[config.mk]
export PLATFORM = sky130hd
export DESIGN_NAME = scrfc_fetch_ctrl
export DESIGN_NICKNAME = d
export VERILOG_FILES = /design/src/hdl/scrfc_pkg.sv /design/src/hdl/scrfc_word_buf.sv /design/src/hdl/scrfc_fetch_ctrl.sv
export SDC_FILE = /design/constraint.sdc
export NUM_CORES = 1
export LEC_CHECK = 0
export BUFFER_PORTS_ARGS = -buffer_cell sky130_fd_sc_hd__buf_4
export CORE_MARGIN = 2
export CORE_UTILIZATION = 50
export DETAILED_ROUTE_END_ITERATION = 8
export GPL_TIMING_DRIVEN = 0
export PLACE_DENSITY_LB_ADDON = 0.12
export SETUP_SLACK_MARGIN = 0.1
export SLEW_MARGIN = 25
export SYNTH_ARGS = -nofsm -noshare
export SYNTH_HDL_FRONTEND = slang
export SYNTH_SLANG_ARGS = --single-unit
[constraint.sdc]
create_clock -name core_clk_i -period 5.2 [get_ports core_clk_i]
set_input_delay 1.04 -clock core_clk_i [delete_from_list [all_inputs] [get_ports core_clk_i]]
set_output_delay 1.04 -clock core_clk_i [all_outputs]
set_load 0.02 [all_outputs]
[src/hdl/scrfc_pkg.sv]
package scrfc_pkg;

    // ****************************************
    // widths and fetch geometry
    // ****************************************
    localparam int ADDR_W   = 32;            // byte address width
    localparam int WORD_W   = 32;            // one doubleword
    localparam int BURST_DW = 8;             // buffer depth in doublewords
    localparam int CNT_W    = 4;             // counts 0..8
    localparam int IDX_W    = 3;             // index 0..7

    localparam logic [CNT_W-1:0]  BURST_LEN   = 4'h8;          // dwords per fetch burst
    localparam logic [CNT_W-1:0]  INSTR_LEN   = 4'h2;          // dwords per instruction
    localparam logic [ADDR_W-1:0] DW_BYTES    = 32'h0000_0004; // bytes per dword
    localparam logic [ADDR_W-1:0] INSTR_BYTES = 32'h0000_0008; // bytes per instruction
    localparam logic [ADDR_W-1:0] RESET_ADDR  = 32'h0000_0000; // pointer value after reset

    // ****************************************
    // internal script ram window
    // ****************************************
    localparam logic [ADDR_W-1:0] RAM_BASE = 32'h0008_0000;    // first byte of on-chip ram
    localparam logic [ADDR_W-1:0] RAM_SIZE = 32'h0000_2000;    // window size in bytes

    // ****************************************
    // timing
    // ****************************************
    localparam int CLK_PERIOD_NS    = 10;                               // 100 MHz core clock
    localparam int FETCH_DECODE_NS  = 500;                              // fetch plus decode budget
    localparam int FETCH_DECODE_CYC = FETCH_DECODE_NS / CLK_PERIOD_NS;  // longest time, rounded down

    // ****************************************
    // states, causes and carriers
    // ****************************************
    typedef enum logic [1:0] {
        ST_IDLE   = 2'b00,
        ST_FETCH  = 2'b01,
        ST_DECODE = 2'b10,
        ST_EXEC   = 2'b11
    } scrfc_state_type;

    typedef enum logic [1:0] {
        IRQ_NONE   = 2'b00,
        IRQ_SCRIPT = 2'b01,
        IRQ_HWERR  = 2'b10
    } scrfc_cause_type;

    typedef struct packed {
        logic              req;   // burst read request, held until accepted
        logic [ADDR_W-1:0] addr;  // first byte address
        logic [CNT_W-1:0]  len;   // dwords in the burst
    } scrfc_dma_req_type;

    typedef struct packed {
        logic              valid; // one-cycle pulse
        logic [ADDR_W-1:0] addr;  // address of the instruction
        logic [WORD_W-1:0] word0; // first dword
        logic [WORD_W-1:0] word1; // second dword
    } scrfc_instr_type;

endpackage

[src/hdl/scrfc_word_buf.sv]
`timescale 1ns/1ps

module scrfc_word_buf
    import scrfc_pkg::*;
(
    // clock and reset
    input  wire logic              core_clk_i,
    input  wire logic              rst_i,
    // fill side
    input  wire logic              clear_i,
    input  wire logic              wr_en_i,
    input  wire logic [WORD_W-1:0] wr_data_i,
    // read side
    input  wire logic [IDX_W-1:0]  rd_idx_i,
    output logic      [CNT_W-1:0]  count_o,
    output logic      [WORD_W-1:0] rd_word0_o,
    output logic      [WORD_W-1:0] rd_word1_o
);

    // ****************************************
    // storage
    // ****************************************
    logic [WORD_W-1:0] mem_q [BURST_DW];  // fetched dwords
    logic [CNT_W-1:0]  count_q;           // dwords held

    // fill count, saturates at a full burst
    always_ff @(posedge core_clk_i)
    begin
        if (rst_i || clear_i)
            count_q <= '0;
        else if (wr_en_i && (count_q < BURST_LEN))
            count_q <= count_q + 4'h1;
    end

    // one entry per generated slot, written in arrival order
    for (genvar g = 0; g < BURST_DW; g++)
    begin : g_entry
        always_ff @(posedge core_clk_i)
        begin
            if (rst_i)
                mem_q[g] <= '0;
            else if (wr_en_i && (count_q == CNT_W'(g)))
                mem_q[g] <= wr_data_i;
        end
    end

    // instruction pair read, second index wraps harmlessly
    assign count_o    = count_q;
    assign rd_word0_o = mem_q[rd_idx_i];
    assign rd_word1_o = mem_q[IDX_W'(rd_idx_i + 1'b1)];

endmodule

[src/hdl/scrfc_fetch_ctrl.sv]
`timescale 1ns/1ps

// Behaviour
// - start write triggers bus-master fetch of first
// - device fetches all following instructions itself
// - fetch bursts of at most eight dwords
// - run until script interrupt or hardware error
// - interrupt host only on completion or service
// - fetch plus decode within 500 ns; only internal ram fetches are bounded, bus fetches wait on the memory ack
// - dual-edge mode captures data on both strobe edges
// - internal ram fetches make no bus cycles
module scrfc_fetch_ctrl
    import scrfc_pkg::*;
(
    // clock and reset
    input  wire logic              core_clk_i,
    input  wire logic              rst_i,
    // host register writes
    input  wire logic              start_wr_i,
    input  wire logic [ADDR_W-1:0] start_addr_i,
    input  wire logic              dsa_wr_i,
    input  wire logic [ADDR_W-1:0] dsa_addr_i,
    // host status
    output logic                   irq_o,
    output scrfc_cause_type        irq_cause_o,
    output logic                   busy_o,
    // system memory burst master
    output scrfc_dma_req_type      dma_o,
    input  wire logic              dma_ack_i,
    input  wire logic              dma_rvalid_i,
    input  wire logic [WORD_W-1:0] dma_rdata_i,
    input  wire logic              dma_err_i,
    // internal script ram
    input  wire logic              ram_present_i,
    output logic                   ram_rd_o,
    output logic      [ADDR_W-1:0] ram_addr_o,
    input  wire logic              ram_rvalid_i,
    input  wire logic [WORD_W-1:0] ram_rdata_i,
    // execution engine
    output scrfc_instr_type        instr_o,
    output logic      [ADDR_W-1:0] dsa_o,
    input  wire logic              exec_done_i,
    input  wire logic              exec_int_i,
    input  wire logic              exec_jump_i,
    input  wire logic [ADDR_W-1:0] exec_jump_addr_i,
    input  wire logic              ext_err_i,
    // bus transfer strobe capture
    input  wire logic              dual_edge_transfer_i,
    input  wire logic              xfer_req_i,
    input  wire logic [WORD_W-1:0] xfer_data_i,
    output logic                   xfer_valid_o,
    output logic      [WORD_W-1:0] xfer_data_o
);

    // ****************************************
    // declarations
    // ****************************************
    localparam int FD_MAX = FETCH_DECODE_CYC;  // cycle budget for assertions

    scrfc_state_type   state_q;       // sequencer state
    logic [ADDR_W-1:0] pc_q;          // next instruction address
    logic [ADDR_W-1:0] fa_q;          // next ram read address
    logic [CNT_W-1:0]  issued_q;      // ram reads issued this burst
    logic [CNT_W-1:0]  rd_q;          // buffer read position
    logic              in_ram_q;      // burst served by internal ram
    logic              busy_q;        // run in progress
    logic              irq_q;         // interrupt pending
    scrfc_cause_type   cause_q;       // why the run ended
    logic [ADDR_W-1:0] dsa_q;         // table base pointer
    scrfc_dma_req_type dma_q;         // burst request
    logic              ram_rd_q;      // ram read strobe
    logic [ADDR_W-1:0] ram_addr_q;    // ram read address
    scrfc_instr_type   instr_q;       // decoded instruction
    logic              strb_q;        // last strobe level
    logic              xvalid_q;      // captured data valid
    logic [WORD_W-1:0] xdata_q;       // captured data

    logic              launch;        // start a new burst
    logic [ADDR_W-1:0] launch_addr;   // where the burst starts
    logic              launch_ram;    // burst goes to internal ram
    logic              err_ev;        // hardware error during a run
    logic              have_instr;    // a whole instruction is buffered
    logic              buf_wr;        // word arrives for the buffer
    logic [WORD_W-1:0] buf_wdata;     // arriving word
    logic [CNT_W-1:0]  buf_count;     // words in the buffer
    logic [WORD_W-1:0] buf_w0;        // first word at read position
    logic [WORD_W-1:0] buf_w1;        // second word at read position
    logic              strb_edge;     // strobe edge that carries data

    // address falls inside the internal ram window
    function automatic logic in_ram_window(input logic [ADDR_W-1:0] addr);
        in_ram_window = (addr >= RAM_BASE) && ((addr - RAM_BASE) < RAM_SIZE);
    endfunction

    // ****************************************
    // burst launch decisions
    // ****************************************

    // new burst from start write, exhausted buffer or branch
    always_comb
    begin
        launch      = 1'b0;
        launch_addr = pc_q;
        unique case (state_q)
            ST_IDLE:
            begin
                launch      = start_wr_i;
                launch_addr = start_addr_i;
            end
            ST_DECODE:
                launch = !have_instr;
            ST_EXEC:
            begin
                // branch drops the prefetched words
                launch      = exec_done_i && !exec_int_i && exec_jump_i;
                launch_addr = exec_jump_addr_i;
            end
            ST_FETCH:
                launch = 1'b0;
        endcase
        if (err_ev)
            launch = 1'b0;
        launch_ram = ram_present_i && in_ram_window(launch_addr);
    end

    assign err_ev     = (state_q != ST_IDLE) && (dma_err_i || ext_err_i);
    assign have_instr = (rd_q + INSTR_LEN) <= buf_count;
    assign buf_wr     = (state_q == ST_FETCH) && (in_ram_q ? ram_rvalid_i : dma_rvalid_i);
    assign buf_wdata  = in_ram_q ? ram_rdata_i : dma_rdata_i;

    // ****************************************
    // sequencer
    // ****************************************

    // state walk and instruction pointer
    always_ff @(posedge core_clk_i)
    begin
        if (rst_i)
        begin
            state_q  <= ST_IDLE;
            pc_q     <= RESET_ADDR;
            rd_q     <= '0;
            in_ram_q <= 1'b0;
            busy_q   <= 1'b0;
        end
        else if (err_ev)
        begin
            // abort any fetch or execution
            state_q <= ST_IDLE;
            busy_q  <= 1'b0;
        end
        else if (launch)
        begin
            state_q  <= ST_FETCH;
            pc_q     <= launch_addr;
            rd_q     <= '0;
            in_ram_q <= launch_ram;
            busy_q   <= 1'b1;
        end
        else
        begin
            unique case (state_q)
                ST_IDLE:
                    state_q <= ST_IDLE;
                ST_FETCH:
                    if (buf_count == BURST_LEN)
                        state_q <= ST_DECODE;
                ST_DECODE:
                begin
                    // whole instruction present, hand it over
                    state_q <= ST_EXEC;
                    pc_q    <= pc_q + INSTR_BYTES;
                    rd_q    <= rd_q + INSTR_LEN;
                end
                ST_EXEC:
                    if (exec_done_i && exec_int_i)
                    begin
                        state_q <= ST_IDLE;
                        busy_q  <= 1'b0;
                    end
                    else if (exec_done_i)
                        state_q <= ST_DECODE;
            endcase
        end
    end

    // instruction hand-over, one-cycle valid
    always_ff @(posedge core_clk_i)
    begin
        if (rst_i)
            instr_q <= '0;
        else
        begin
            instr_q.valid <= (state_q == ST_DECODE) && have_instr && !err_ev;
            if ((state_q == ST_DECODE) && have_instr)
            begin
                instr_q.addr  <= pc_q;
                instr_q.word0 <= buf_w0;
                instr_q.word1 <= buf_w1;
            end
        end
    end

    // ****************************************
    // fetch paths
    // ****************************************

    // system memory burst request, held until accepted
    always_ff @(posedge core_clk_i)
    begin
        if (rst_i)
            dma_q <= '0;
        else if (err_ev)
            dma_q.req <= 1'b0;
        else if (launch && !launch_ram)
        begin
            dma_q.req  <= 1'b1;
            dma_q.addr <= launch_addr;
            dma_q.len  <= BURST_LEN;
        end
        else if (dma_ack_i)
            dma_q.req <= 1'b0;
    end

    // internal ram reads, one dword a cycle, no bus traffic
    always_ff @(posedge core_clk_i)
    begin
        if (rst_i)
        begin
            fa_q       <= RESET_ADDR;
            issued_q   <= '0;
            ram_rd_q   <= 1'b0;
            ram_addr_q <= RESET_ADDR;
        end
        else if (launch)
        begin
            fa_q     <= launch_addr;
            issued_q <= '0;
            ram_rd_q <= 1'b0;
        end
        else if ((state_q == ST_FETCH) && in_ram_q && (issued_q < BURST_LEN) && !err_ev)
        begin
            ram_rd_q   <= 1'b1;
            ram_addr_q <= fa_q;
            fa_q       <= fa_q + DW_BYTES;
            issued_q   <= issued_q + 4'h1;
        end
        else
            ram_rd_q <= 1'b0;
    end

    // burst words land here for decoding
    scrfc_word_buf u_buf (
        .core_clk_i (core_clk_i),
        .rst_i      (rst_i),
        .clear_i    (launch),
        .wr_en_i    (buf_wr),
        .wr_data_i  (buf_wdata),
        .rd_idx_i   (rd_q[IDX_W-1:0]),
        .count_o    (buf_count),
        .rd_word0_o (buf_w0),
        .rd_word1_o (buf_w1)
    );

    // ****************************************
    // host side registers
    // ****************************************

    // interrupt only at end of run, cleared by restart
    always_ff @(posedge core_clk_i)
    begin
        if (rst_i)
        begin
            irq_q   <= 1'b0;
            cause_q <= IRQ_NONE;
        end
        else if (err_ev)
        begin
            irq_q   <= 1'b1;
            cause_q <= IRQ_HWERR;
        end
        else if ((state_q == ST_EXEC) && exec_done_i && exec_int_i)
        begin
            irq_q   <= 1'b1;
            cause_q <= IRQ_SCRIPT;
        end
        else if ((state_q == ST_IDLE) && start_wr_i)
        begin
            irq_q   <= 1'b0;
            cause_q <= IRQ_NONE;
        end
    end

    // table base pointer, written whenever the host likes
    always_ff @(posedge core_clk_i)
    begin
        if (rst_i)
            dsa_q <= RESET_ADDR;
        else if (dsa_wr_i)
            dsa_q <= dsa_addr_i;
    end

    // ****************************************
    // strobe capture
    // ****************************************

    // rising edge always, falling edge too in dual-edge mode
    assign strb_edge = (xfer_req_i && !strb_q) || (dual_edge_transfer_i && !xfer_req_i && strb_q);

    always_ff @(posedge core_clk_i)
    begin
        if (rst_i)
        begin
            strb_q   <= 1'b0;
            xvalid_q <= 1'b0;
            xdata_q  <= '0;
        end
        else
        begin
            strb_q   <= xfer_req_i;
            xvalid_q <= strb_edge;
            if (strb_edge)
                xdata_q <= xfer_data_i;
        end
    end

    // ****************************************
    // outputs
    // ****************************************
    assign irq_o        = irq_q;
    assign irq_cause_o  = cause_q;
    assign busy_o       = busy_q;
    assign dma_o        = dma_q;
    assign ram_rd_o     = ram_rd_q;
    assign ram_addr_o   = ram_addr_q;
    assign instr_o      = instr_q;
    assign dsa_o        = dsa_q;
    assign xfer_valid_o = xvalid_q;
    assign xfer_data_o  = xdata_q;

    // ****************************************
    // assertions
    // ****************************************
    start_launch_a: assert property (@(posedge core_clk_i) disable iff (rst_i)
        (state_q == ST_IDLE) && start_wr_i && !(ram_present_i && in_ram_window(start_addr_i)) && !ext_err_i
        |=> dma_o.req && (dma_o.addr == $past(start_addr_i)))
        else $error("start write did not launch a burst");

    buffer_refill_a: assert property (@(posedge core_clk_i) disable iff (rst_i)
        (state_q == ST_DECODE) && !have_instr && !err_ev |=> (state_q == ST_FETCH) && (pc_q == $past(pc_q)))
        else $error("empty buffer did not trigger a refill");

    burst_len_a: assert property (@(posedge core_clk_i) disable iff (rst_i)
        dma_o.req |-> (dma_o.len == BURST_LEN) && (buf_count <= BURST_LEN))
        else $error("burst length out of range");

    script_stop_a: assert property (@(posedge core_clk_i) disable iff (rst_i)
        (state_q == ST_EXEC) && exec_done_i && exec_int_i && !err_ev
        |=> (state_q == ST_IDLE) && irq_o && (irq_cause_o == IRQ_SCRIPT))
        else $error("script interrupt did not end the run");

    hw_error_a: assert property (@(posedge core_clk_i) disable iff (rst_i)
        err_ev |=> (state_q == ST_IDLE) && irq_o && (irq_cause_o == IRQ_HWERR) && !dma_o.req)
        else $error("hardware error did not end the run");

    irq_cause_a: assert property (@(posedge core_clk_i) disable iff (rst_i)
        $rose(irq_o) |-> $past(err_ev) || ($past(state_q == ST_EXEC) && $past(exec_done_i && exec_int_i)))
        else $error("interrupt raised without a cause");

    fetch_time_a: assert property (@(posedge core_clk_i) disable iff (rst_i)
        (state_q == ST_FETCH) && $changed(state_q) && in_ram_q
        |-> ##[1:FD_MAX] (instr_o.valid || (state_q == ST_IDLE)))
        else $error("fetch and decode took too long");

    dual_edge_a: assert property (@(posedge core_clk_i) disable iff (rst_i)
        $fell(xfer_req_i) |=> (xfer_valid_o == $past(dual_edge_transfer_i)) &&
        (!xfer_valid_o || (xfer_data_o == $past(xfer_data_i))))
        else $error("falling strobe edge handled wrongly");

    ram_quiet_a: assert property (@(posedge core_clk_i) disable iff (rst_i)
        in_ram_q && (state_q == ST_FETCH) |-> !dma_o.req)
        else $error("bus request during ram fetch");

    idle_hold_a: assert property (@(posedge core_clk_i) disable iff (rst_i)
        (state_q == ST_IDLE) && !start_wr_i |=> (state_q == ST_IDLE) && !dma_o.req && !ram_rd_o && !instr_o.valid)
        else $error("activity while idle");

endmodule

==> flow_metrics.env <==
export IMPL_run_status="completed"
export IMPL_drc=0
export IMPL_syn_to_final_growth_pct=26.65
export IMPL_via_per_inst=5.884
export IMPL_leakagePower_nw=11.88
export IMPL_ys_ff_latch=568
export IMPL_initialDrtViolationCount=2206
export IMPL_switchingPower_mw=3.819
export IMPL_wl_per_cell_um=23.39
export IMPL_min_from="xfer_data_o[17]"
export IMPL_rows=80
export IMPL_r2r_end="fa_q[15]"
export IMPL_grt_max_degree=19
export IMPL_synthFlopType="dfxtp_1"
export IMPL_n_fill_cell=3878
export IMPL_required_ps=5710
export IMPL_synth_area_leader_cell="edfxtp_1"
export IMPL_worst_slack_ps=702.0
export IMPL_final_cell_mix="buf_4, nand2_1, nor2_1"
export IMPL_fmax_mhz=222.3
export IMPL_comb_power_share_pct=21.0
export IMPL_relSlewSlack_pct=25.03
export IMPL_synth_top_area_share_pct=31.48
export IMPL_hp_class="reg2reg"
export IMPL_r2r_start="rd_q[1]"
export IMPL_hold_violations=0
export IMPL_whs_endpoint="xfer_data_o[17]"
export IMPL_clk_latency_ps=640
export IMPL_syn_area_per_cell_um2=10.17
export IMPL_ant_nets=0
export IMPL_die_y_um=225.0
export IMPL_cts_tree="done"
export IMPL_h_tree_depth=2
export IMPL_seqPwrFrac_pct=43.4
export IMPL_core_area_mm2=0.04795
export IMPL_die_w_um=225.0
export IMPL_synth_edff_count=256
export IMPL_cts_root_buf="clkbuf_16"
export IMPL_totalWireLength_um=83680
export IMPL_grt_util_all_layers_pct=32.48
export IMPL_r2r_slack_ps=700
export IMPL_cts_buffers=58
export IMPL_cts_clk_slew_worst_paths_ps=70
export IMPL_synth_warnings=0
export IMPL_reg2reg_depth=12
export IMPL_critical_path_class="reg2reg"
export IMPL_postCtsSetupRepairBufs=0
export IMPL_yosysSeqAreaShare_pct=57.05
export IMPL_post_dp_hpwl_um=61940
export IMPL_mostFrequentLayoutCell="buf_4"
export IMPL_routed_via_count=21050
export IMPL_tightest_slew_ps=1093
export IMPL_die_area_mm2=0.05063
export IMPL_syn_area_mm2=0.02442
export IMPL_crit_path_max_fanout=19
export IMPL_port_buffers=438
export IMPL_seqCellArea_mm2=0.01393
export IMPL_multi_input_area_mm2=0.009721
export IMPL_antenna_found_initial=2
export IMPL_synthCells=2401
export IMPL_cts_path_max_buffers=3
export IMPL_async_flop_share_pct=0
export IMPL_switching_share_pct=30.88
export IMPL_firstDrtPassIters=6
export IMPL_pin_count=443
export IMPL_intPower_mw=8.549
export IMPL_grt_pass1_vias=20560
export IMPL_place_ws_ps=-58.40
export IMPL_grt_setup_unrepaired="false"
export IMPL_n_antenna_cell=0
export IMPL_cts_sinks=568
export IMPL_ys_types=76
export IMPL_setup_viol=0
export IMPL_arrival_ps=5010
export IMPL_powerDensity_mw_per_mm2=399.9
export IMPL_hold_depth=2
export IMPL_ir_drop_v=0.0003554
export IMPL_post_route_period_util_pct=86.50
export IMPL_place_congestion=0.9536
export IMPL_fin_util_pct=64.51
export IMPL_cap_violations=0
export IMPL_p_clk_share_pct=35.7
export IMPL_synth_area_leaders="edfxtp_1, dfxtp_1, nand2_1, mux4_2, nor2_1"
export IMPL_overflow=0
export IMPL_start_kind="register"
export IMPL_crit_path_end_kind="register"
export IMPL_skew_ps=24.56
export IMPL_start_util_pct=50.94
export IMPL_nets=3139
export IMPL_grt_pass1_wl_um=123400
export IMPL_drive_above_1_share_pct=22.68
export IMPL_final_min_clock_period_ps=4498
export IMPL_slew_viol_final=0
-- layer usage --
layer  vias to the layer above  track usage [%]  wire length [um]
li1                       9600                -                 -
met1                     10230            41.72             32500
met2                      1023            54.63             40970
met3                       195            5.033              6615
met4                         2            14.16              3587
met5                         -                0                11
-- power groups by stage --
stage / Sequential, mW / Clock, mW / Combinational, mW
2_1_floorplan: 5.48 / 0 / 1.38
3_3_place_gp: 5.44 / 0 / 2.48
3_5_place_dp: 5.44 / 0 / 2.55
4_1_cts: 5.35 / 4.43 / 2.56
5_1_grt: 5.39 / 4.61 / 2.75
6_report: 5.36 / 4.41 / 2.60
-- repair_timing --
action | CTS | global route
resized for setup | 3 | 0
hold buffers | 0 | 0
endpoints found under the setup margin | 2 | 6
gates cloned | 0 | 0
-- cells in the mapped netlist, types with 18 or more instances --
library cell	n
a21oi_1	214
buf_1	18
clkbuf_1	136
dfxtp_1	312
edfxtp_1	256
mux2i_1	68
mux4_2	64
nand2_1	405
nand2b_1	21
nand3_1	82
nand4_1	47
nor2_1	357
nor3_1	37
o21ai_0	79
-- worst max-delay path by stage --
stage | startpoint | endpoint | slack [ps]
6_report | rd_q[1] | fa_q[15] | 700
5_1_grt | rd_q[1] | fa_q[15] | 490
4_1_cts | rd_q[1] | fa_q[15] | 220
3_5_place_dp | rd_q[1] | fa_q[15] | -60
3_3_place_gp | in_ram_q | u_buf.mem_q[3][3] | -2430
2_1_floorplan | ram_rvalid_i | u_buf.mem_q[3][0] | 450
-- kinds of logic after synthesis --
kind of cell	Yosys count	synth area share, %
simple gates	1027	18.21
flops	568	57.05
compound gates	425	10.59
buf+inv	202	3.530
mux	132	8.689
xor+xnor	29	1.040
fa+ha+maj	17	0.8709
other cells	1	0.01535
-- area by class of cell --
cell class,count,area share [%]
Buffer,183,2.597
Multi-Input combinational cell,1633,31.43
Tap cell,615,2.488
Inverter,18,0.2184
Clock inverter,24,1.019
Sequential cell,568,45.05
Timing Repair Buffer,453,11.66
Clock buffer,84,5.538
-- critical path: stages (launching register included) --
cell and delay, ps:
dfxtp_1 350, clkbuf_1 220, clkdlybuf4s15_2 780, inv_1 100, ha_1 230, a21o_1 150
a21o_1 210, a41oi_1 730, nand2_1 490, clkbuf_1 410, nor3b_1 270, a21oi_1 130
o22ai_1 320
-- state kept, by name, summed over array words and instances, names as in the netlist --
register and cells:
xfer_valid_o 1, u_buf.mem_q 256, ram_rd_o 1, ram_addr_o 32
pc_q 32, dma_o 34, dsa_o 32, issued_q 4
u_buf.count_o 4, in_ram_q 1, state_q 2, busy_o 1
strb_q 1, rd_q 3, irq_o 1, fa_q 32
irq_cause_o 2, xfer_data_o 32, instr_o 97
-- per-stage QoR --
| step | area [um2] | hold slack, ps | TNS [ps] | std cells | power [mW] |
|---|---|---|---|---|---|
| after CTS | 30940 | 452.8 | 0 | 3579 | 12.34 |
| after global placement | 28490 | 439.9 | -439420 | 3456 | 7.927 |
| after floorplan | 24430 | 432.1 | 0 | 2403 | 6.852 |
| after detailed placement | 28890 | 444.4 | -58.40 | 3471 | 7.988 |
| after global routing | 30930 | 468.0 | 0 | 3578 | 12.75 |
| final | 30930 | 451.7 | 0 | 3578 | 12.37 |
Note: power is estimated with default switching activity, not from simulation.
